## src/include/itm_pkg.sv

```systemverilog
// Package for the transfer mode control block: register layout, reset values, timing
package itm_pkg;

    // Register map (byte addresses)
    localparam logic [11:0] ITM_MODE_OFFSET   = 12'h000;  // Transfer mode register
    localparam logic [11:0] ITM_CTRL_OFFSET   = 12'h004;  // Mode and frame control
    localparam logic [11:0] ITM_STATUS_OFFSET = 12'h008;  // Frame state readback

    // Field positions in the mode register
    localparam int ITM_BIT_ORDER_POS   = 7;
    localparam int ITM_WAIT_POS        = 6;
    localparam int ITM_RSVD_HI_POS     = 5;
    localparam int ITM_RSVD_LO_POS     = 4;
    localparam int ITM_GUARD_POS       = 3;
    localparam int ITM_COUNT_LSB       = 0;
    localparam int ITM_COUNT_MSB       = 2;

    // Field positions in the control register
    localparam int ITM_CTRL_I2C_POS    = 0;
    localparam int ITM_CTRL_MASTER_POS = 1;
    localparam int ITM_CTRL_START_POS  = 2;

    // Reset values
    localparam logic       ITM_BIT_ORDER_RST = 1'b0;
    localparam logic       ITM_WAIT_RST      = 1'b0;
    localparam logic [2:0] ITM_COUNT_RST     = 3'h0;
    localparam logic       ITM_I2C_RST       = 1'b1;
    localparam logic       ITM_MASTER_RST    = 1'b0;

    // Counts
    localparam logic [3:0] ITM_I2C_ZERO_BITS  = 4'h9;  // Eight data plus acknowledge
    localparam logic [3:0] ITM_SYNC_ZERO_BITS = 4'h8;  // Eight data bits
    localparam logic [1:0] ITM_WAIT_CLOCKS    = 2'h2;  // Extra low transfer clocks

    // Transfer clock half period
    localparam int          ITM_SYS_CLK_NS   = 50;
    localparam int          ITM_HALF_NS      = 200;
    localparam logic [7:0]  ITM_HALF_CYCLES  =
        8'((ITM_HALF_NS + ITM_SYS_CLK_NS - 1) / ITM_SYS_CLK_NS);

    // Serial engine states, Gray coded in the order listed
    typedef enum logic [2:0]
    {
        ITM_IDLE    = 3'b000,
        ITM_LOW     = 3'b001,
        ITM_HIGH    = 3'b011,
        ITM_WAIT    = 3'b010,
        ITM_DONE    = 3'b110
    } itm_state_t;

    // Settings handed to the shifter
    typedef struct packed
    {
        logic       lsb_first;
        logic       wait_req;
        logic [3:0] bits_left;
    } itm_shift_cfg_t;

endpackage : itm_pkg

```

## src/verilog/itm_transfer_mode.sv

```systemverilog
// Transfer mode register with bit order, wait insertion and guarded bit counter
`timescale 1ns/1ps

//////////////////////////////////////////////////////////////////////////////////////////
module itm_transfer_mode
(
    input  wire logic                   SYS_CLK,
    input  wire logic                   RST,
    input  wire logic                   PSEL,
    input  wire logic                   PENABLE,
    input  wire logic                   PWRITE,
    input  wire logic [11:0]            PADDR,
    input  wire logic [31:0]            PWDATA,
    output logic      [31:0]            PRDATA,
    output logic                        PREADY,
    output logic                        PSLVERR,
    input  wire logic                   SCL_IN,
    output logic                        SCL_OUT,
    output logic                        SCL_OE,
    output itm_pkg::itm_shift_cfg_t     SHIFT_CFG,
    output logic                        BIT_STROBE
);
    import itm_pkg::*;

    //////////////////////////////////////////////////////////////////////////////////////
    // Registered state
    logic        bit_order_select;      // Mode bit 7
    logic        wait_option;           // Mode bit 6
    logic [2:0]  frame_bit_counter;     // Bits still to move
    logic        i2c_format;            // One for I2C, zero for sync serial
    logic        master_mode;           // One when this end drives SCL
    itm_state_t  state;                 // Serial engine state
    logic [7:0]  half_count;            // Half period timer
    logic [3:0]  bits_left;             // Bits in current frame
    logic [1:0]  wait_left;             // Remaining wait clocks
    logic        scl_drive_low;         // Pulls SCL low when set
    logic        scl_meta;              // First sync stage
    logic        scl_sync;              // Second sync stage
    logic        scl_prev;              // Previous synced level
    logic [31:0] rdata;
    logic        ready;
    logic        slverr;
    logic        strobe;
    logic        wait_flag;             // Inserted wait, kept in a flop for the port
    logic        next_bit_order_select;
    logic        next_wait_option;
    logic [2:0]  next_frame_bit_counter;
    logic        next_i2c_format;
    logic        next_master_mode;
    itm_state_t  next_state;
    logic [7:0]  next_half_count;
    logic [3:0]  next_bits_left;
    logic [1:0]  next_wait_left;
    logic        next_scl_drive_low;
    logic [31:0] next_rdata;
    logic        next_ready;
    logic        next_slverr;
    logic        next_strobe;
    logic        next_wait_flag;
    logic        acc;                   // Access phase seen
    logic        wr_mode;
    logic        wr_ctrl;
    logic        start_req;
    logic        wait_active;
    logic        scl_rise;
    logic        scl_fall;
    logic [7:0]  mode_view;
    //////////////////////////////////////////////////////////////////////////////////////
    // Decode; one wait state so PREADY comes from a flop
    always_comb
    begin
        acc         = PSEL && PENABLE && !ready;
        wr_mode     = acc && PWRITE && (PADDR == ITM_MODE_OFFSET);
        wr_ctrl     = acc && PWRITE && (PADDR == ITM_CTRL_OFFSET);
        start_req   = wr_ctrl && PWDATA[ITM_CTRL_START_POS] && (state == ITM_IDLE);
        // Wait only for a master in I2C format
        wait_active = wait_option && master_mode && i2c_format;
        scl_rise    = scl_sync && !scl_prev;
        scl_fall    = !scl_sync && scl_prev;
        mode_view   = 8'h00;
        mode_view[ITM_BIT_ORDER_POS]        = bit_order_select;
        mode_view[ITM_WAIT_POS]             = wait_option;
        mode_view[ITM_RSVD_HI_POS]          = 1'b1;
        mode_view[ITM_RSVD_LO_POS]          = 1'b1;
        mode_view[ITM_GUARD_POS]            = 1'b1;
        mode_view[ITM_COUNT_MSB:ITM_COUNT_LSB] = frame_bit_counter;
    end
    //////////////////////////////////////////////////////////////////////////////////////
    // Register file and bus answer
    always_comb
    begin
        next_bit_order_select = bit_order_select;
        next_wait_option      = wait_option;
        next_i2c_format       = i2c_format;
        next_master_mode      = master_mode;
        next_rdata            = 32'h00000000;   // Data stands only with PREADY
        next_ready            = acc;
        next_slverr           = 1'b0;
        if (wr_mode)
        begin
            // Reserved and guard positions are not stored
            next_bit_order_select = PWDATA[ITM_BIT_ORDER_POS];
            next_wait_option      = PWDATA[ITM_WAIT_POS];
        end
        if (wr_ctrl)
        begin
            next_i2c_format  = PWDATA[ITM_CTRL_I2C_POS];
            next_master_mode = PWDATA[ITM_CTRL_MASTER_POS];
        end
        if (acc)
            unique case (PADDR)
                ITM_MODE_OFFSET:   next_rdata = {24'h000000, mode_view};
                ITM_CTRL_OFFSET:   next_rdata = {29'h00000000, 1'b0, master_mode, i2c_format};
                ITM_STATUS_OFFSET: next_rdata = {25'h0000000, state, bits_left};
                default:
                begin
                    // Unmapped: zero data and an error answer
                    next_rdata  = 32'h00000000;
                    next_slverr = 1'b1;
                end
            endcase
    end
    //////////////////////////////////////////////////////////////////////////////////////
    // Frame engine: counts bits, inserts the master wait
    always_comb
    begin
        next_state             = state;
        next_half_count        = half_count;
        next_bits_left         = bits_left;
        next_wait_left         = wait_left;
        next_scl_drive_low     = scl_drive_low;
        next_frame_bit_counter = frame_bit_counter;
        next_strobe            = 1'b0;
        // Guarded counter load; software keeps it to idle, SCL low
        if (wr_mode && !PWDATA[ITM_GUARD_POS])
        begin
            next_frame_bit_counter = PWDATA[ITM_COUNT_MSB:ITM_COUNT_LSB];
        end
        unique case (state)
            ITM_IDLE:
            begin
                next_scl_drive_low = 1'b0;
                if (start_req)
                begin
                    // Zero means a full frame, else n+1 or n bits
                    if (frame_bit_counter == 3'h0)
                        next_bits_left = i2c_format ? ITM_I2C_ZERO_BITS : ITM_SYNC_ZERO_BITS;
                    else
                        next_bits_left = {1'b0, frame_bit_counter} + {3'h0, i2c_format};
                    next_state         = ITM_LOW;
                    next_half_count    = ITM_HALF_CYCLES;
                    next_scl_drive_low = master_mode;
                end
            end
            ITM_LOW:
            begin
                if (master_mode)
                begin
                    next_half_count = half_count - 8'h01;
                    if (half_count == 8'h01)
                    begin
                        next_scl_drive_low = 1'b0;
                        next_half_count    = ITM_HALF_CYCLES;
                        next_state         = ITM_HIGH;
                    end
                end
                else if (scl_rise)
                    next_state = ITM_HIGH;
            end
            ITM_HIGH:
            begin
                // Master waits for SCL really high, so a stretching slave holds us
                if ((master_mode && scl_sync && half_count == 8'h01) || (!master_mode && scl_fall))
                begin
                    next_strobe            = 1'b1;
                    next_bits_left         = bits_left - 4'h1;
                    next_frame_bit_counter = frame_bit_counter - 3'h1;
                    next_half_count        = ITM_HALF_CYCLES;
                    next_scl_drive_low     = master_mode;
                    if (bits_left == 4'h1)
                        next_state = ITM_DONE;
                    else if (bits_left == 4'h2 && i2c_format && wait_active)
                    begin
                        next_state     = ITM_WAIT;
                        next_wait_left = ITM_WAIT_CLOCKS;
                        next_half_count = {ITM_HALF_CYCLES[6:0], 1'b0}; // Whole transfer clock
                    end
                    else
                        next_state = ITM_LOW;
                end
                else if (master_mode && scl_sync)
                    next_half_count = half_count - 8'h01;
            end
            ITM_WAIT:
            begin
                // SCL held low one transfer clock per pass
                next_half_count = half_count - 8'h01;
                if (half_count == 8'h01)
                begin
                    next_half_count = {ITM_HALF_CYCLES[6:0], 1'b0};
                    next_wait_left  = wait_left - 2'h1;
                    if (wait_left == 2'h1)
                    begin
                        next_half_count = ITM_HALF_CYCLES;
                        next_state      = ITM_LOW;
                    end
                end
            end
            ITM_DONE:
            begin
                next_frame_bit_counter = 3'h0;
                next_scl_drive_low     = 1'b0;
                next_state             = ITM_IDLE;
            end
            default:
                next_state = ITM_IDLE;
        endcase
        // Registered so the port comes straight from a flop
        next_wait_flag = (next_state == ITM_WAIT);
    end
    //////////////////////////////////////////////////////////////////////////////////////
    // Registers
    always_ff @(posedge SYS_CLK)
    begin
        if (RST)
        begin
            bit_order_select  <= ITM_BIT_ORDER_RST;
            wait_option       <= ITM_WAIT_RST;
            frame_bit_counter <= ITM_COUNT_RST;
            i2c_format        <= ITM_I2C_RST;
            master_mode       <= ITM_MASTER_RST;
            state             <= ITM_IDLE;
            half_count        <= 8'h00;
            bits_left         <= 4'h0;
            wait_left         <= 2'h0;
            scl_drive_low     <= 1'b0;
            scl_meta          <= 1'b1;
            scl_sync          <= 1'b1;
            scl_prev          <= 1'b1;
            rdata             <= 32'h00000000;
            ready             <= 1'b0;
            slverr            <= 1'b0;
            strobe            <= 1'b0;
            wait_flag         <= 1'b0;
        end
        else
        begin
            bit_order_select  <= next_bit_order_select;
            wait_option       <= next_wait_option;
            frame_bit_counter <= next_frame_bit_counter;
            i2c_format        <= next_i2c_format;
            master_mode       <= next_master_mode;
            state             <= next_state;
            half_count        <= next_half_count;
            bits_left         <= next_bits_left;
            wait_left         <= next_wait_left;
            scl_drive_low     <= next_scl_drive_low;
            scl_meta          <= SCL_IN;
            scl_sync          <= scl_meta;
            scl_prev          <= scl_sync;
            rdata             <= next_rdata;
            ready             <= next_ready;
            slverr            <= next_slverr;
            strobe            <= next_strobe;
            wait_flag         <= next_wait_flag;
        end
    end
    //////////////////////////////////////////////////////////////////////////////////////
    // Outputs from flops, except SCL_OUT which is tied low
    always_comb
    begin
        PRDATA              = rdata;
        PREADY              = ready;
        PSLVERR             = slverr;
        SCL_OUT             = 1'b0;
        SCL_OE              = scl_drive_low;
        SHIFT_CFG.lsb_first = bit_order_select;
        SHIFT_CFG.wait_req  = wait_flag;
        SHIFT_CFG.bits_left = bits_left;
        BIT_STROBE          = strobe;
    end
endmodule : itm_transfer_mode

```

## config.mk

```make
export PLATFORM = sky130hd
export DESIGN_NAME = itm_transfer_mode
export DESIGN_NICKNAME = d
export VERILOG_FILES = /design/src/include/itm_pkg.sv /design/src/verilog/itm_transfer_mode.sv
export SDC_FILE = /design/constraint.sdc
export NUM_CORES = 1
export LEC_CHECK = 0
export BUFFER_PORTS_ARGS = -buffer_cell sky130_fd_sc_hd__clkbuf_2
export CORE_UTILIZATION = 50
export CTS_BUF_LIST = sky130_fd_sc_hd__clkbuf_8 sky130_fd_sc_hd__clkbuf_16
export DETAILED_ROUTE_END_ITERATION = 8
export PLACE_DENSITY = 0.78
export REMOVE_ABC_BUFFERS = 1
export SLEW_MARGIN = 20
export SYNTH_ARGS = -nofsm -noshare
export SYNTH_HDL_FRONTEND = slang
export SYNTH_SLANG_ARGS = --single-unit
```

## constraint.sdc

```tcl
create_clock -name SYS_CLK -period 3.4 [get_ports SYS_CLK]
set_clock_uncertainty 0.15 [all_clocks]
set_input_delay 0.68 -clock SYS_CLK [delete_from_list [all_inputs] [get_ports SYS_CLK]]
set_output_delay 0.68 -clock SYS_CLK [all_outputs]
set_load 0.05 [all_outputs]
```

# After elaboration in Yosys (flattened, before gate mapping)
# Index checks and enable logic that the tools add are counted.
# word_totals
out_inout_bits,43
latchBits,0
rom_bits,0
mem_count,0
input_bits,50
ramBits,0
reg_bits,64
# classes
mux,41
n_shift,0
multipliers,0
n_div,0
eq_ne,19
reduce_logical,37
addsub,5
n_lt_le_gt_ge,0
bitwise,2
# op_table
cell,n
$mux W8,6
$pmux W8 S4,1
$mux W3,10
$mux W4,6
$pmux W8 S3,1
$logic_and A1 B1 Y1,17
$ne A2 B2 Y1 const B,7
$eq A12 B3 Y1 const B,1
$eq A12 B4 Y1 const B,1
$logic_not A12 Y1,1
$pmux W3 S4,1
$mux W2,5
$eq A3 B2 Y1 const B,3
$eq A8 B1 Y1 const B,1
$pmux W4 S2,1
$reduce_and A4 Y1,2
$reduce_bool A4 Y1,2
$sub A8 B1 Y8 const B,1
$mux W1,7
$logic_not A3 Y1,2
$pmux W3 S2,1
$logic_not A1 Y1,5
$reduce_and A5 Y1,1
$add A3 B1 Y4,1
other kinds (17),20

# Depth between registers and ports, before layout
# Gate-level depths: netlist of run 1.
# logic_depth
depth_word,9
depth_mapped,9
depth_no_buf,9

# Least setup slack after synthesis of run 1
# Ideal clock, no wire load.
# synth_path
kind,input to register
from,input port PADDR[11]
to,register frame_bit_counter[2]
path_stages,6
setup_slack_ps,773
arrival_time_ps,2363
required_time_ps,3136
setup_time_ps,114
cell_sequence,or4_4 -> or4_4 -> buf_6 -> nor4_4 -> o32ai_1 -> a21o_1
# synth_between
elab_chain_cells,6
# synth_lines
item,line_no,text
"start, declared",itm_transfer_mode.sv:12,"input wire logic [11:0] PADDR,"
$logic_not A12 Y1 (*),itm_transfer_mode.sv:73,wr_mode = acc && PWRITE && (PADDR == ITM_MODE_OFFSET);
$logic_and A1 B1 Y1 (*),itm_transfer_mode.sv:73,
$logic_and A1 B1 Y1 (*),itm_transfer_mode.sv:135,if (wr_mode && !PWDATA[ITM_GUARD_POS])
$mux W3 (*),itm_transfer_mode.sv:135,
$mux W3,itm_transfer_mode.sv:173,if ((master_mode && scl_sync && half_count == 8'h01) || (!master_mode && scl_fall))
$pmux W3 S2 (*),itm_transfer_mode.sv:139,unique case (state)
"end signal, assigned",itm_transfer_mode.sv:250,frame_bit_counter <= next_frame_bit_counter;
"end, declared",itm_transfer_mode.sv:29,logic [2:0] frame_bit_counter;
# Every way passes the cells marked *; elsewhere a longest branch is shown, timed or not.
# A chain may end at the register's enable or synchronous reset.

# Final worst setup path of run 1
# layout_path
from,input port PADDR[11]
to,register half_count[0]
# layout_between
elab_chain_cells,6
# layout_lines
item,line_no,text
$eq A12 B3 Y1,itm_transfer_mode.sv:74,wr_ctrl = acc && PWRITE && (PADDR == ITM_CTRL_OFFSET);
$logic_and A1 B1 Y1,itm_transfer_mode.sv:74,
$logic_and A1 B1 Y1 (2 in a row),itm_transfer_mode.sv:75,start_req = wr_ctrl && PWDATA[ITM_CTRL_START_POS] && (state == ITM_IDLE);
$ne A2 B2 Y1 (no source line),--,
$reduce_and A4 Y1 (no source line),--,
"end signal, assigned",itm_transfer_mode.sv:254,half_count <= next_half_count;
"end, declared",itm_transfer_mode.sv:33,logic [7:0] half_count;
# Every way passes these cells.

==> results by group, run 1 <==
Placement
  – Placer Congestion: 0.867
  – Pre-CTS WS: 0.524 ns
  – Port bufs: 41
  – Placed cell count: 398
  – DP Wirelength: 4400 microns

Synthesis
  – Register area share after synthesis: 0.312
  – Mapped cell area: 2570 sq um
  – Synth top area cells: dfxtp_1 (31%), buf_4 (7.9%), ha_1 (4.9%)
  – FF+latch count, synth: 40
  – Synth cell types: 59
  – Gate Count Post-Synth: 307
  – Yosys top cell by area: dfxtp_1
  – Area share of the largest cell type after synthesis: 0.312
  – Ys flop type: dfxtp_1
  – Async SR Flop Fraction: 0
  – Syn. warnings: 0
  – Average size of a mapped cell: 8.37 sq um
  – Post-synth EDFFs: 0

Floorplanning
  – Die Span X: 73.7 microns
  – # rows: 25
  – Die height: 73.7 microns
  – Core area: 4850 sq um
  – Starting Density: 0.530
  – IO Pins: 93
  – DIE AREA: 5430 sq um

Route
  – Post-route ant nets: 0
  – DR DRC count: 0
  – DR WL/cell: 14.6 microns
  – Via count: 2,312
  – Initial drt markers: 173
  – Final wirelength: 5940 microns
  – First drt pass iteration count: 4
  – Vias per inst: 5.69

Clock tree
  – Post-CTS resize count: 0
  – Setup bufs post-CTS: 0
  – Max Root-Sink Buffers: 2
  – CTS Root Cell: clkbuf_8
  – Clk slew on worst S/H paths: 0.08 ns
  – Post-CTS Hold Buffers: 0
  – CTS tree: done
  – H-tree depth: 2
  – CTS buffer count: 5
  – Sink Count: 40
  – Clk_lat worst skew: 0.30 ns

Setup path
  – Crit-path leading delay family: simple AND/OR/NAND/NOR gates
  – CP peak stage delay: 0.54 ns
  – Worst Setup Start Kind: input port
  – Reg2Reg Setup Slack: 0.90 ns
  – Cells along the critical path: clkbuf_2, or4_4, nor4_1, nand3_1, a21oi_1, mux2_2
  – Buffer and inverter count on the worst path: 1
  – CP required: 3.50 ns
  – CP max stage cell: or4_4
  – CP endpoint kind: flop
  – CP Class: input port to flop
  – CP Max Fanout: 6
  – CP arrival: 2.75 ns

STA
  – Setup slack after layout: 0.749 ns
  – Max-slew violations: 0
  – Worst slew margin: 0.533
  – Min cycle time layout: 2.65 ns
  – Fin Setup TNS: 0 ns
  – Worst-Margin Slew: 0.694 ns
  – Max Clock Freq: 377 MHz
  – Final Hold Viols: 0
  – Final setup fails: 0
  – Tcrit/Tclk final: 0.780
  – RSZ-0062 raised after global routing: no
  – Hold slack: 0.267 ns

Power
  – Max IR drop VDD: 0.000262 V
  – Power per Cell Area: 339 nW/um^2
  – Comb pwr share: 0.144
  – Seq pwr share: 0.507
  – Leakage: 1.10 nW
  – Tot Pwr: 945 uW
  – P_int: 648 uW
  – Switch share: 0.314
  – Clock Power Share: 0.349
  – Switch Pwr: 297 uW

Outcome
  – Status: finished clean

Cells and area
  – Area growth from synthesis to layout: 8.37%
  – Layout Cells excl Fill: 406
  – Antenna cells: 0
  – Most common cell after layout, fill and taps aside: clkbuf_2
  – Commonest cells after routing, fill and taps aside: clkbuf_2 (41), dfxtp_1 (40), conb_1 (25), nor2_1 (23), nand2_1 (18)
  – Fill cells: 463
  – Share of layout cells above drive strength 1: 0.218
  – Final #Nets: 398

Global routing
  – Vias in the first global route: 2,078
  – Initial antenna violation count: 0
  – First-pass GRT wire length: 9800 microns
  – Largest net degree at the start of global routing: 21
  – Gr usage total: 0.239
  – Gr ovfl total: 0

Job
  – MaxCap Viol Count: 0

Worst hold path
  – Hold Crit Class: flop to flop
## cell type report
cell class	instances	area [sq um]	share of cell area
Clock buffer	5	68.8	0.0247
Clock inverter	3	23.8	0.00854
Inverter	16	60.1	0.0216
Multi-Input combinational cell	232	1530	0.549
Sequential cell	40	801	0.288
Tap cell	67	83.8	0.0301
Timing Repair Buffer	43	220	0.0791
## per-layer routing
layer,GRT usage,part of all wire,vias up
li1,-,-,1140
met1,0.321,0.47,1061
met2,0.366,0.45,101
met3,0.0480,0.068,10
met4,0.115,0.020,0
met5,0,0,-
## through the flow
step | utilization | cell area [sq um]
detailed placement | 0.555 | 2690
CTS | 0.574 | 2790
floorplan | - | 2390
finish | 0.574 | 2790
global route | 0.574 | 2790
global placement | 0.555 | 2690
## flip-flops by register name, summed over array words and instances (netlist names)
| name | cells |
|---|---|
| bit_order_select | 1 |
| SCL_OE | 1 |
| frame_bit_counter | 3 |
| wait_left | 2 |
| wait_option | 1 |
| state | 3 |
| master_mode | 1 |
| scl_sync | 1 |
| PRDATA | 8 |
| BIT_STROBE | 1 |
| i2c_format | 1 |
| half_count | 8 |
| wait_flag | 1 |
| scl_prev | 1 |
| PSLVERR | 1 |
| PREADY | 1 |
| bits_left | 4 |
| scl_meta | 1 |
## logic make-up (layout without fill, tap and decap cells)
kind of cell             count (synthesis)  count (layout)  share of synthesized area
other                                    1              25                    0.00146
AND/OR/NAND/NOR                        114             114                      0.266
flip-flops                              40              40                      0.312
AO/OA/AOI/OAI                           71              71                      0.196
multiplexers                            11              11                     0.0438
buffers and inverters                   59              67                      0.129
XOR/XNOR                                 1               1                    0.00341
adder cells (fa/ha/maj)                 10              10                     0.0487
## synth_stat cells, types with 3 or more instances
master / count
a21oi_1: 16
nor4_1: 5
o22ai_1: 4
nor3b_1: 7
mux2i_1: 9
and3_1: 4
clkbuf_1: 13
buf_4: 27
o221ai_1: 4
nor2_1: 23
nand2b_1: 5
ha_1: 10
o211ai_1: 4
and2_1: 3
nand4_1: 5
dfxtp_1: 40
nor2b_1: 3
or4_4: 3
nor3_1: 8
o21ai_0: 8
inv_1: 15
nand3_1: 9
nand2_1: 18
or2_2: 5
a31oi_1: 6
o32ai_1: 3
a311oi_1: 3
## power by group through the flow
stage	clock (mW)	sequential, mW	combinational [mW]
floorplan	0	0.492	0.0969
global placement	0	0.490	0.132
detailed placement	0	0.489	0.134
CTS	0.332	0.478	0.135
global route	0.358	0.479	0.146
finish	0.330	0.479	0.136
## path summary, 6_finish.rpt
path | start | to | cells past startpoint
hold reg to reg | scl_meta$_SDFF_PP1_ | scl_sync$_SDFF_PP1_ | 1
hold / removal | scl_meta$_SDFF_PP1_ | scl_sync$_SDFF_PP1_ | 1
setup reg to reg | half_count[1]$_SDFFE_PP0P_ | frame_bit_counter[2]$_SDFF_PP0_ | 7
setup / recovery | PADDR[11] | half_count[0]$_SDFFE_PP0P_ | 6
Note: power is estimated with default switching activity, not from simulation.
==> run 2, diff against run 1 <==
--- a/config.mk
+++ b/config.mk
@@ -5,11 +5,12 @@
 export SDC_FILE = /design/constraint.sdc
 export NUM_CORES = 1
 export LEC_CHECK = 0
+export ABC_AREA = 1
 export BUFFER_PORTS_ARGS = -buffer_cell sky130_fd_sc_hd__clkbuf_2
-export CORE_UTILIZATION = 50
+export CORE_UTILIZATION = 46
 export CTS_BUF_LIST = sky130_fd_sc_hd__clkbuf_8 sky130_fd_sc_hd__clkbuf_16
 export DETAILED_ROUTE_END_ITERATION = 8
-export PLACE_DENSITY = 0.78
+export PLACE_DENSITY = 0.75
 export REMOVE_ABC_BUFFERS = 1
 export SLEW_MARGIN = 20
 export SYNTH_ARGS = -nofsm -noshare
==> constraint.sdc (replaced) <==
create_clock -name SYS_CLK -period 2.4 [get_ports SYS_CLK]
set_clock_uncertainty 0.15 [all_clocks]
set_input_delay 0.48 -clock SYS_CLK [delete_from_list [all_inputs] [get_ports SYS_CLK]]
set_output_delay 0.48 -clock SYS_CLK [all_outputs]
set_load 0.05 [all_outputs]
==> run 2 against run 1 <==
Effect of this change:
- first-iteration DRC count is 18% lower
- register-to-register slack worse by 0.36 ns
- setup slack worse by 0.20 ns
- power is 43% higher
- design area is 9.5% higher
- critical path type is now flop to flop
==> results by group, run 2 <==
Clock tree
  – CTS buffer count: 5 (unchanged)
  – Clk_lat worst skew: 0.29 ns (was 0.30 ns)
  – Post-CTS Hold Buffers: 0 (unchanged)
  – Sink Count: 40 (unchanged)
  – Post-CTS resize count: 0 (unchanged)
  – Setup bufs post-CTS: 0 (unchanged)
  – CTS Root Cell: clkbuf_8 (unchanged)
  – H-tree depth: 2 (unchanged)
  – Clk slew on worst S/H paths: 0.08 ns (about the same)
  – Max Root-Sink Buffers: 2 (unchanged)
  – CTS tree: done (unchanged)

Floorplanning
  – Starting Density: 0.489 (was 0.530)
  – Die Span X: 79.4 microns (was 73.7 microns)
  – IO Pins: 93 (unchanged)
  – DIE AREA: 6310 sq um (was 5430 sq um)
  – # rows: 27 (was 25)
  – Die height: 79.4 microns (was 73.7 microns)
  – Core area: 5640 sq um (was 4850 sq um)

Synthesis
  – Mapped cell area: 2760 sq um (was 2570 sq um)
  – Gate Count Post-Synth: 387 (was 307)
  – Synth cell types: 37 (was 59)
  – Yosys top cell by area: dfxtp_1 (unchanged)
  – Synth top area cells: dfxtp_1 (29%), nand2_1 (10%), buf_4 (7.4%) (was dfxtp_1 (31%), buf_4 (7.9%), ha_1 (4.9%))
  – Syn. warnings: 0 (unchanged)
  – Ys flop type: dfxtp_1 (unchanged)
  – Post-synth EDFFs: 0 (unchanged)
  – FF+latch count, synth: 40 (unchanged)
  – Area share of the largest cell type after synthesis: 0.291 (was 0.312)
  – Average size of a mapped cell: 7.12 sq um (was 8.37 sq um)
  – Synth cell count leaders: nand2_1 (75), inv_1 (48), nor2_1 (45) (was dfxtp_1 (40), buf_4 (27), nor2_1 (23))
  – Top-count cell post-synth: nand2_1 (was dfxtp_1)
  – Async SR Flop Fraction: 0 (unchanged)
  – Register area share after synthesis: 0.291 (was 0.312)

Setup path
  – Reg2Reg Depth: 9 (was 7)
  – Cells along the critical path: inv_1, ha_1, nand2_1, nor3_2, nand3_1, a21oi_1, nand3_2, nor3_1, nor2_1 (was clkbuf_2, or4_4, nor4_1, nand3_1, a21oi_1, mux2_2)
  – CP endpoint: wait_left[1]$_SDFFE_PP0P_ (was half_count[0]$_SDFFE_PP0P_)
  – CP arrival: 1.88 ns (was 2.75 ns)
  – CP Class: flop to flop (was input port to flop)
  – Reg2Reg Setup Slack: 0.54 ns (was 0.90 ns)
  – Reg-to-Reg End: wait_left[1]$_SDFFE_PP0P_ (was frame_bit_counter[2]$_SDFF_PP0_)
  – CP Max Fanout: 5 (was 6)
  – Critical Path Stages: 9 (was 6)
  – CP endpoint kind: flop (unchanged)
  – CP peak stage delay: 0.36 ns (was 0.54 ns)
  – CP max stage cell: dfxtp_1 (was or4_4)
  – Worst Setup Start Kind: flop (was input port)
  – Buffer and inverter count on the worst path: 1 (unchanged)
  – Crit-path leading delay family: simple AND/OR/NAND/NOR gates (unchanged)
  – Launch point of the worst path: bits_left[0]$_SDFFE_PP0P_ (was PADDR[11])
  – Reg2reg start: bits_left[0]$_SDFFE_PP0P_ (was half_count[1]$_SDFFE_PP0P_)
  – CP required: 2.43 ns (was 3.50 ns)

Global routing
  – Largest net degree at the start of global routing: 16 (was 21)
  – Initial antenna violation count: 0 (unchanged)
  – Gr ovfl total: 0 (unchanged)
  – Vias in the first global route: 2,147 (was 2,078)
  – First-pass GRT wire length: 9730 microns (was 9800 microns)
  – Gr usage total: 0.194 (was 0.239)

Cells and area
  – Commonest cells after routing, fill and taps aside: nand2_1 (75), inv_1 (49), nor2_1 (45), clkbuf_2 (41), dfxtp_1 (40) (was clkbuf_2 (41), dfxtp_1 (40), conb_1 (25), nor2_1 (23), nand2_1 (18))
  – Share of layout cells above drive strength 1: 0.238 (was 0.218)
  – Most common cell after layout, fill and taps aside: nand2_1 (was clkbuf_2)
  – Area growth from synthesis to layout: 10.6% (was 8.37%)
  – Final #Nets: 492 (was 398)
  – Antenna cells: 0 (unchanged)

Route
  – Initial drt markers: 141 (was 173)
  – Post-route ant nets: 0 (unchanged)
  – DR DRC count: 0 (unchanged)
  – DR WL/cell: 11.2 microns (was 14.6 microns)
  – Vias per inst: 4.90 (was 5.69)
  – Final wirelength: 5640 microns (was 5940 microns)
  – First drt pass iteration count: 4 (unchanged)
  – Via count: 2,472 (was 2,312)

STA
  – Fin Setup TNS: 0 ns (unchanged)
  – RSZ-0062 raised after global routing: no (unchanged)
  – Max Clock Freq: 539 MHz
  – Final setup fails: 0 (unchanged)
  – Max-slew violations: 0 (unchanged)
  – Tcrit/Tclk final: 0.773
  – Min cycle time layout: 1.86 ns
  – Final Hold Viols: 0 (unchanged)

Placement
  – Port bufs: 41 (unchanged)
  – DP Wirelength: 4540 microns (was 4400 microns)
  – Placer Congestion: 0.848 (was 0.867)

Power
  – Comb pwr share: 0.113 (was 0.144)
  – Clock Power Share: 0.393 (was 0.349)
  – P_int: 997 uW (was 648 uW)
  – Power per Cell Area: 444 nW/um^2 (was 339 nW/um^2)
  – Seq pwr share: 0.494 (was 0.507)
  – Tot Pwr: 1.35 mW (was 945 uW)
  – Max IR drop VDD: 0.000376 V (was 0.000262 V)
  – Switch share: 0.263 (was 0.314)
  – Leakage: 1.49 nW (was 1.10 nW)
  – Switch Pwr: 356 uW (was 297 uW)

Job
  – MaxCap Viol Count: 0 (unchanged)

Worst hold path
  – Hold Crit Class: input port to flop (was flop to flop)

Outcome
  – Status: finished clean (unchanged)
run 2: metrics by stage:
step	instance area, sq um	cells	setup WS [ns]	util	hold WS (ns)
2_1_floorplan	2620	381	0.467	-	0.239
3_3_place_gp	2940	497	0.461	0.521	0.245
3_5_place_dp	2940	497	0.432	0.521	0.243
4_1_cts	3050	505	0.531	0.540	0.221
5_1_grt	3050	505	0.393	0.540	0.229
6_report	3050	505	0.544	0.540	0.225
run 2: layout make-up:
type / instances / area [sq um]
clock buffers: 5 / 68.8
multi-input cells: 283 / 1600
repair buffers: 44 / 228
clock inverters: 3 / 38.8
flip-flops and latches: 40 / 801
well taps: 72 / 90.1
fillers: 548 / 2590
inverters: 58 / 220
run 2: cells by family after synthesis:
kind of cell | Yosys count | share of synthesized area
compound gates | 53 | 0.108
fa+ha+maj | 10 | 0.0454
other cells | 1 | 0.00136
buf+inv | 88 | 0.161
simple gates | 189 | 0.374
xor+xnor | 6 | 0.0191
flops | 40 | 0.291
run 2: how the worst min path moves through the flow:
stage,start,to,slack (ns),depth (start not counted)
finish,SCL_IN,scl_meta$_SDFF_PP1_,0.23,2
global route,SCL_IN,scl_meta$_SDFF_PP1_,0.23,2
CTS,SCL_IN,scl_meta$_SDFF_PP1_,0.22,2
detailed placement,scl_meta$_SDFF_PP1_,scl_sync$_SDFF_PP1_,0.24,1
global placement,scl_meta$_SDFF_PP1_,scl_sync$_SDFF_PP1_,0.24,1
floorplan,scl_meta$_SDFF_PP1_,scl_sync$_SDFF_PP1_,0.24,1
run 2: layer usage:
metal | track usage | vias to the layer above | routed length (microns)
met4 | 0.0745 | 0 | 113
met5 | 0 | - | 0
met3 | 0.0251 | 9 | 295
met2 | 0.307 | 81 | 2610
met1 | 0.268 | 1102 | 2620
li1 | - | 1280 | -
run 2: power by group through the flow:
stage          Sequential (mW)  Combinational, mW  Clock, mW
5_1_grt                  0.669              0.163      0.577
6_report                 0.668              0.152      0.532
3_5_place_dp             0.684              0.152          0
4_1_cts                  0.668              0.153      0.545
2_1_floorplan            0.689              0.111          0
3_3_place_gp             0.684              0.151          0
==> run 3, diff against run 2 <==
--- a/config.mk
+++ b/config.mk
@@ -7,10 +7,10 @@
 export LEC_CHECK = 0
 export ABC_AREA = 1
 export BUFFER_PORTS_ARGS = -buffer_cell sky130_fd_sc_hd__clkbuf_2
-export CORE_UTILIZATION = 46
+export CORE_UTILIZATION = 51
 export CTS_BUF_LIST = sky130_fd_sc_hd__clkbuf_8 sky130_fd_sc_hd__clkbuf_16
 export DETAILED_ROUTE_END_ITERATION = 8
-export PLACE_DENSITY = 0.75
+export PLACE_DENSITY = 0.79
 export REMOVE_ABC_BUFFERS = 1
 export SLEW_MARGIN = 20
 export SYNTH_ARGS = -nofsm -noshare
==> constraint.sdc (replaced) <==
create_clock -name SYS_CLK -period 1.94 [get_ports SYS_CLK]
set_clock_uncertainty 0.15 [all_clocks]
set_input_delay 0.388 -clock SYS_CLK [delete_from_list [all_inputs] [get_ports SYS_CLK]]
set_output_delay 0.388 -clock SYS_CLK [all_outputs]
set_load 0.05 [all_outputs]
==> run 3 against run 2 <==
Effect of this change:
- via count is 0.24% higher
- design area is 0.53% lower
- routed wire length is 1.3% higher
- fmax is 7.0% higher
- hold slack worse by 0.11 ns
- first-iteration DRC count is 13% lower
- setup slack worse by 0.34 ns
- sequential power is 24% higher
- largest cell class unchanged
==> results by group, run 3 (same netlist as run 2, synthesis figures left out) <==
Outcome
  – Status: finished clean (unchanged)

STA
  – Hold slack: 0.119 ns (was 0.225 ns)
  – Min cycle time layout: 1.73 ns (was 1.86 ns)
  – Fin Setup TNS: 0 ns (unchanged)
  – RSZ-0062 raised after global routing: no (unchanged)
  – Final setup fails: 0 (unchanged)
  – Tcrit/Tclk final: 0.894 (was 0.773)
  – Final Hold Viols: 0 (unchanged)
  – Max-slew violations: 0 (unchanged)
  – Max Clock Freq: 577 MHz (was 539 MHz)

Route
  – First drt pass iteration count: 5 (was 4)
  – DR DRC count: 0 (unchanged)
  – Via count: 2,478 (was 2,472)
  – DR WL/cell: 11.4 microns (was 11.2 microns)
  – Post-route ant nets: 0 (unchanged)
  – Final wirelength: 5710 microns (was 5640 microns)
  – Initial drt markers: 122 (was 141)
  – Vias per inst: 4.93 (was 4.90)

Setup path
  – CP endpoint kind: flop (unchanged)
  – Reg2Reg Setup Slack: 0.21 ns (was 0.54 ns)
  – Reg-to-Reg End: half_count[6]$_SDFFE_PP0P_ (was wait_left[1]$_SDFFE_PP0P_)
  – CP required: 1.99 ns (was 2.43 ns)
  – CP most frequent cell: nand2_1
  – Worst Setup Start Kind: flop (unchanged)
  – Crit-path leading delay family: simple AND/OR/NAND/NOR gates (unchanged)
  – Reg2Reg Depth: 11 (was 9)
  – CP Class: flop to flop (unchanged)
  – CP peak stage delay: 0.33 ns (was 0.36 ns)
  – CP max stage cell: dfxtp_1 (unchanged)
  – CP arrival: 1.79 ns (was 1.88 ns)
  – CP Max Fanout: 8 (was 5)
  – Cells along the critical path: inv_1, ha_1, nand3_1, nor2_4, inv_2, nand2_2, nand3_2, o21ai_1, nand2_1, nand2_1, nor2_1 (was inv_1, ha_1, nand2_1, nor3_2, nand3_1, a21oi_1, nand3_2, nor3_1, nor2_1)
  – Buffer and inverter count on the worst path: 2 (was 1)
  – Reg2reg start: half_count[1]$_SDFFE_PP0P_ (was bits_left[0]$_SDFFE_PP0P_)

Global routing
  – First-pass GRT wire length: 9950 microns (was 9730 microns)
  – Global routing met2 resource utilization: 0.396 (was 0.307)
  – Met1 Track Usage GR: 0.283 (was 0.268)
  – Largest net degree at the start of global routing: 16 (unchanged)
  – Most Crowded Layer GR: met2 (unchanged)
  – Gr usage total: 0.230 (was 0.194)
  – Gr ovfl total: 0 (unchanged)
  – Initial antenna violation count: 0 (unchanged)
  – GR Layer Usage met3: 0.0503 (was 0.0251)
  – Vias in the first global route: 2,280 (was 2,147)

Job
  – MaxCap Viol Count: 0 (unchanged)

Clock tree
  – Max Root-Sink Buffers: 2 (unchanged)
  – Sink Count: 40 (unchanged)
  – Clk_lat worst skew: 0.30 ns (was 0.29 ns)
  – Setup bufs post-CTS: 0 (unchanged)
  – CTS Root Cell: clkbuf_8 (unchanged)
  – Clk slew on worst S/H paths: 0.08 ns (about the same)
  – CTS buffer count: 5 (unchanged)
  – H-tree depth: 2 (unchanged)
  – CTS tree: done (unchanged)
  – Post-CTS resize count: 0 (unchanged)
  – Post-CTS Hold Buffers: 0 (unchanged)

Floorplanning
  – # rows: 26 (was 27)
  – Core area: 5140 sq um (was 5640 sq um)
  – Starting Density: 0.536 (was 0.489)
  – DIE AREA: 5700 sq um (was 6310 sq um)
  – Die Span X: 75.5 microns (was 79.4 microns)
  – Die height: 75.5 microns (was 79.4 microns)
  – IO Pins: 93 (unchanged)

Cells and area
  – Antenna cells: 0 (unchanged)
  – Layout Cells excl Fill: 503 (was 505)
  – Fill cells: 502 (was 548)
  – Final #Nets: 493 (was 492)
  – Register area: 801 sq um (unchanged)
  – Area of the multi-input gates: 1610 sq um (was 1600 sq um)
  – Share of layout cells above drive strength 1: 0.245 (was 0.238)
  – Fin area: 3030 sq um (was 3050 sq um)
  – Commonest cells after routing, fill and taps aside: nand2_1 (75), inv_1 (47), nor2_1 (45), clkbuf_2 (41), dfxtp_1 (40) (was nand2_1 (75), inv_1 (49), nor2_1 (45), clkbuf_2 (41), dfxtp_1 (40))
  – Most common cell after layout, fill and taps aside: nand2_1 (unchanged)
  – Area growth from synthesis to layout: 10.0% (was 10.6%)

Worst hold path
  – Hold endpoint: scl_meta$_SDFF_PP1_ (unchanged)
  – Hold depth: 2 (unchanged)
  – Hold Crit Class: input port to flop (unchanged)
  – Hold Crit Start: SCL_IN (unchanged)

Placement
  – DP Wirelength: 4500 microns (was 4540 microns)
  – Placer Congestion: 0.840 (was 0.848)
  – Placed cell areas: 2950 sq um (was 2940 sq um)
  – Port bufs: 41 (unchanged)
  – Placed cell count: 496 (was 497)

Power
  – Leakage: 1.48 nW (was 1.49 nW)
  – Power per Cell Area: 513 nW/um^2 (was 444 nW/um^2)
  – Max IR drop VDD: 0.000309 V (was 0.000376 V)
[run 3: metrics by stage]
| step | power [mW] | util | worst slack, ns |
|---|---|---|---|
| 2_1_floorplan | 0.989 | - | 0.00686 |
| 3_3_place_gp | 1.03 | 0.573 | 0.112 |
| 3_5_place_dp | 1.03 | 0.573 | 0.0697 |
| 4_1_cts | 1.57 | 0.589 | 0.156 |
| 5_1_grt | 1.62 | 0.590 | 0.00262 |
| 6_report | 1.56 | 0.590 | 0.206 |
[run 3: worst max path at each step]
stage / start / to / slack (ns) / depth (start not counted)
floorplan: bits_left[1]$_SDFFE_PP0P_ / wait_left[1]$_SDFFE_PP0P_ / 0.007 / 8
global placement: PADDR[5] / frame_bit_counter[1]$_SDFF_PP0_ / 0.11 / 9
detailed placement: PADDR[5] / frame_bit_counter[1]$_SDFF_PP0_ / 0.07 / 9
CTS: half_count[1]$_SDFFE_PP0P_ / half_count[6]$_SDFFE_PP0P_ / 0.16 / 11
global route: bits_left[0]$_SDFFE_PP0P_ / wait_left[1]$_SDFFE_PP0P_ / 0.003 / 9
finish: half_count[1]$_SDFFE_PP0P_ / half_count[6]$_SDFFE_PP0P_ / 0.21 / 11
[run 3: worst reg2reg max path, delay by kind of cell, from the launching register on]
kind                     cells  cell delay, ns
adder cells (fa/ha/maj)      1            0.17
buffers and inverters        2            0.19
flip-flops                   1            0.33
AND/OR/NAND/NOR              7            0.70
AO/OA/AOI/OAI                1            0.09
[run 3: layout make-up]
cell class / instances / area share
inverters: 58 / 0.0726
clock buffers: 5 / 0.0227
clock inverters: 2 / 0.00413
repair buffers: 45 / 0.0776
multi-input cells: 283 / 0.530
flip-flops and latches: 40 / 0.264
well taps: 70 / 0.0289
[run 3: metal layers]
layer / routed length (microns) / up-vias
li1: - / 1282
met1: 2550 / 1120
met2: 2760 / 67
met3: 312 / 9
met4: 91 / 0
met5: 0 / -
[run 3: where the power goes]
part           leakage (nW)  switching (mW)  internal (mW)
registers             0.323         0.00235          0.824
logic                  1.12           0.157         0.0315
clock network        0.0400           0.297          0.244
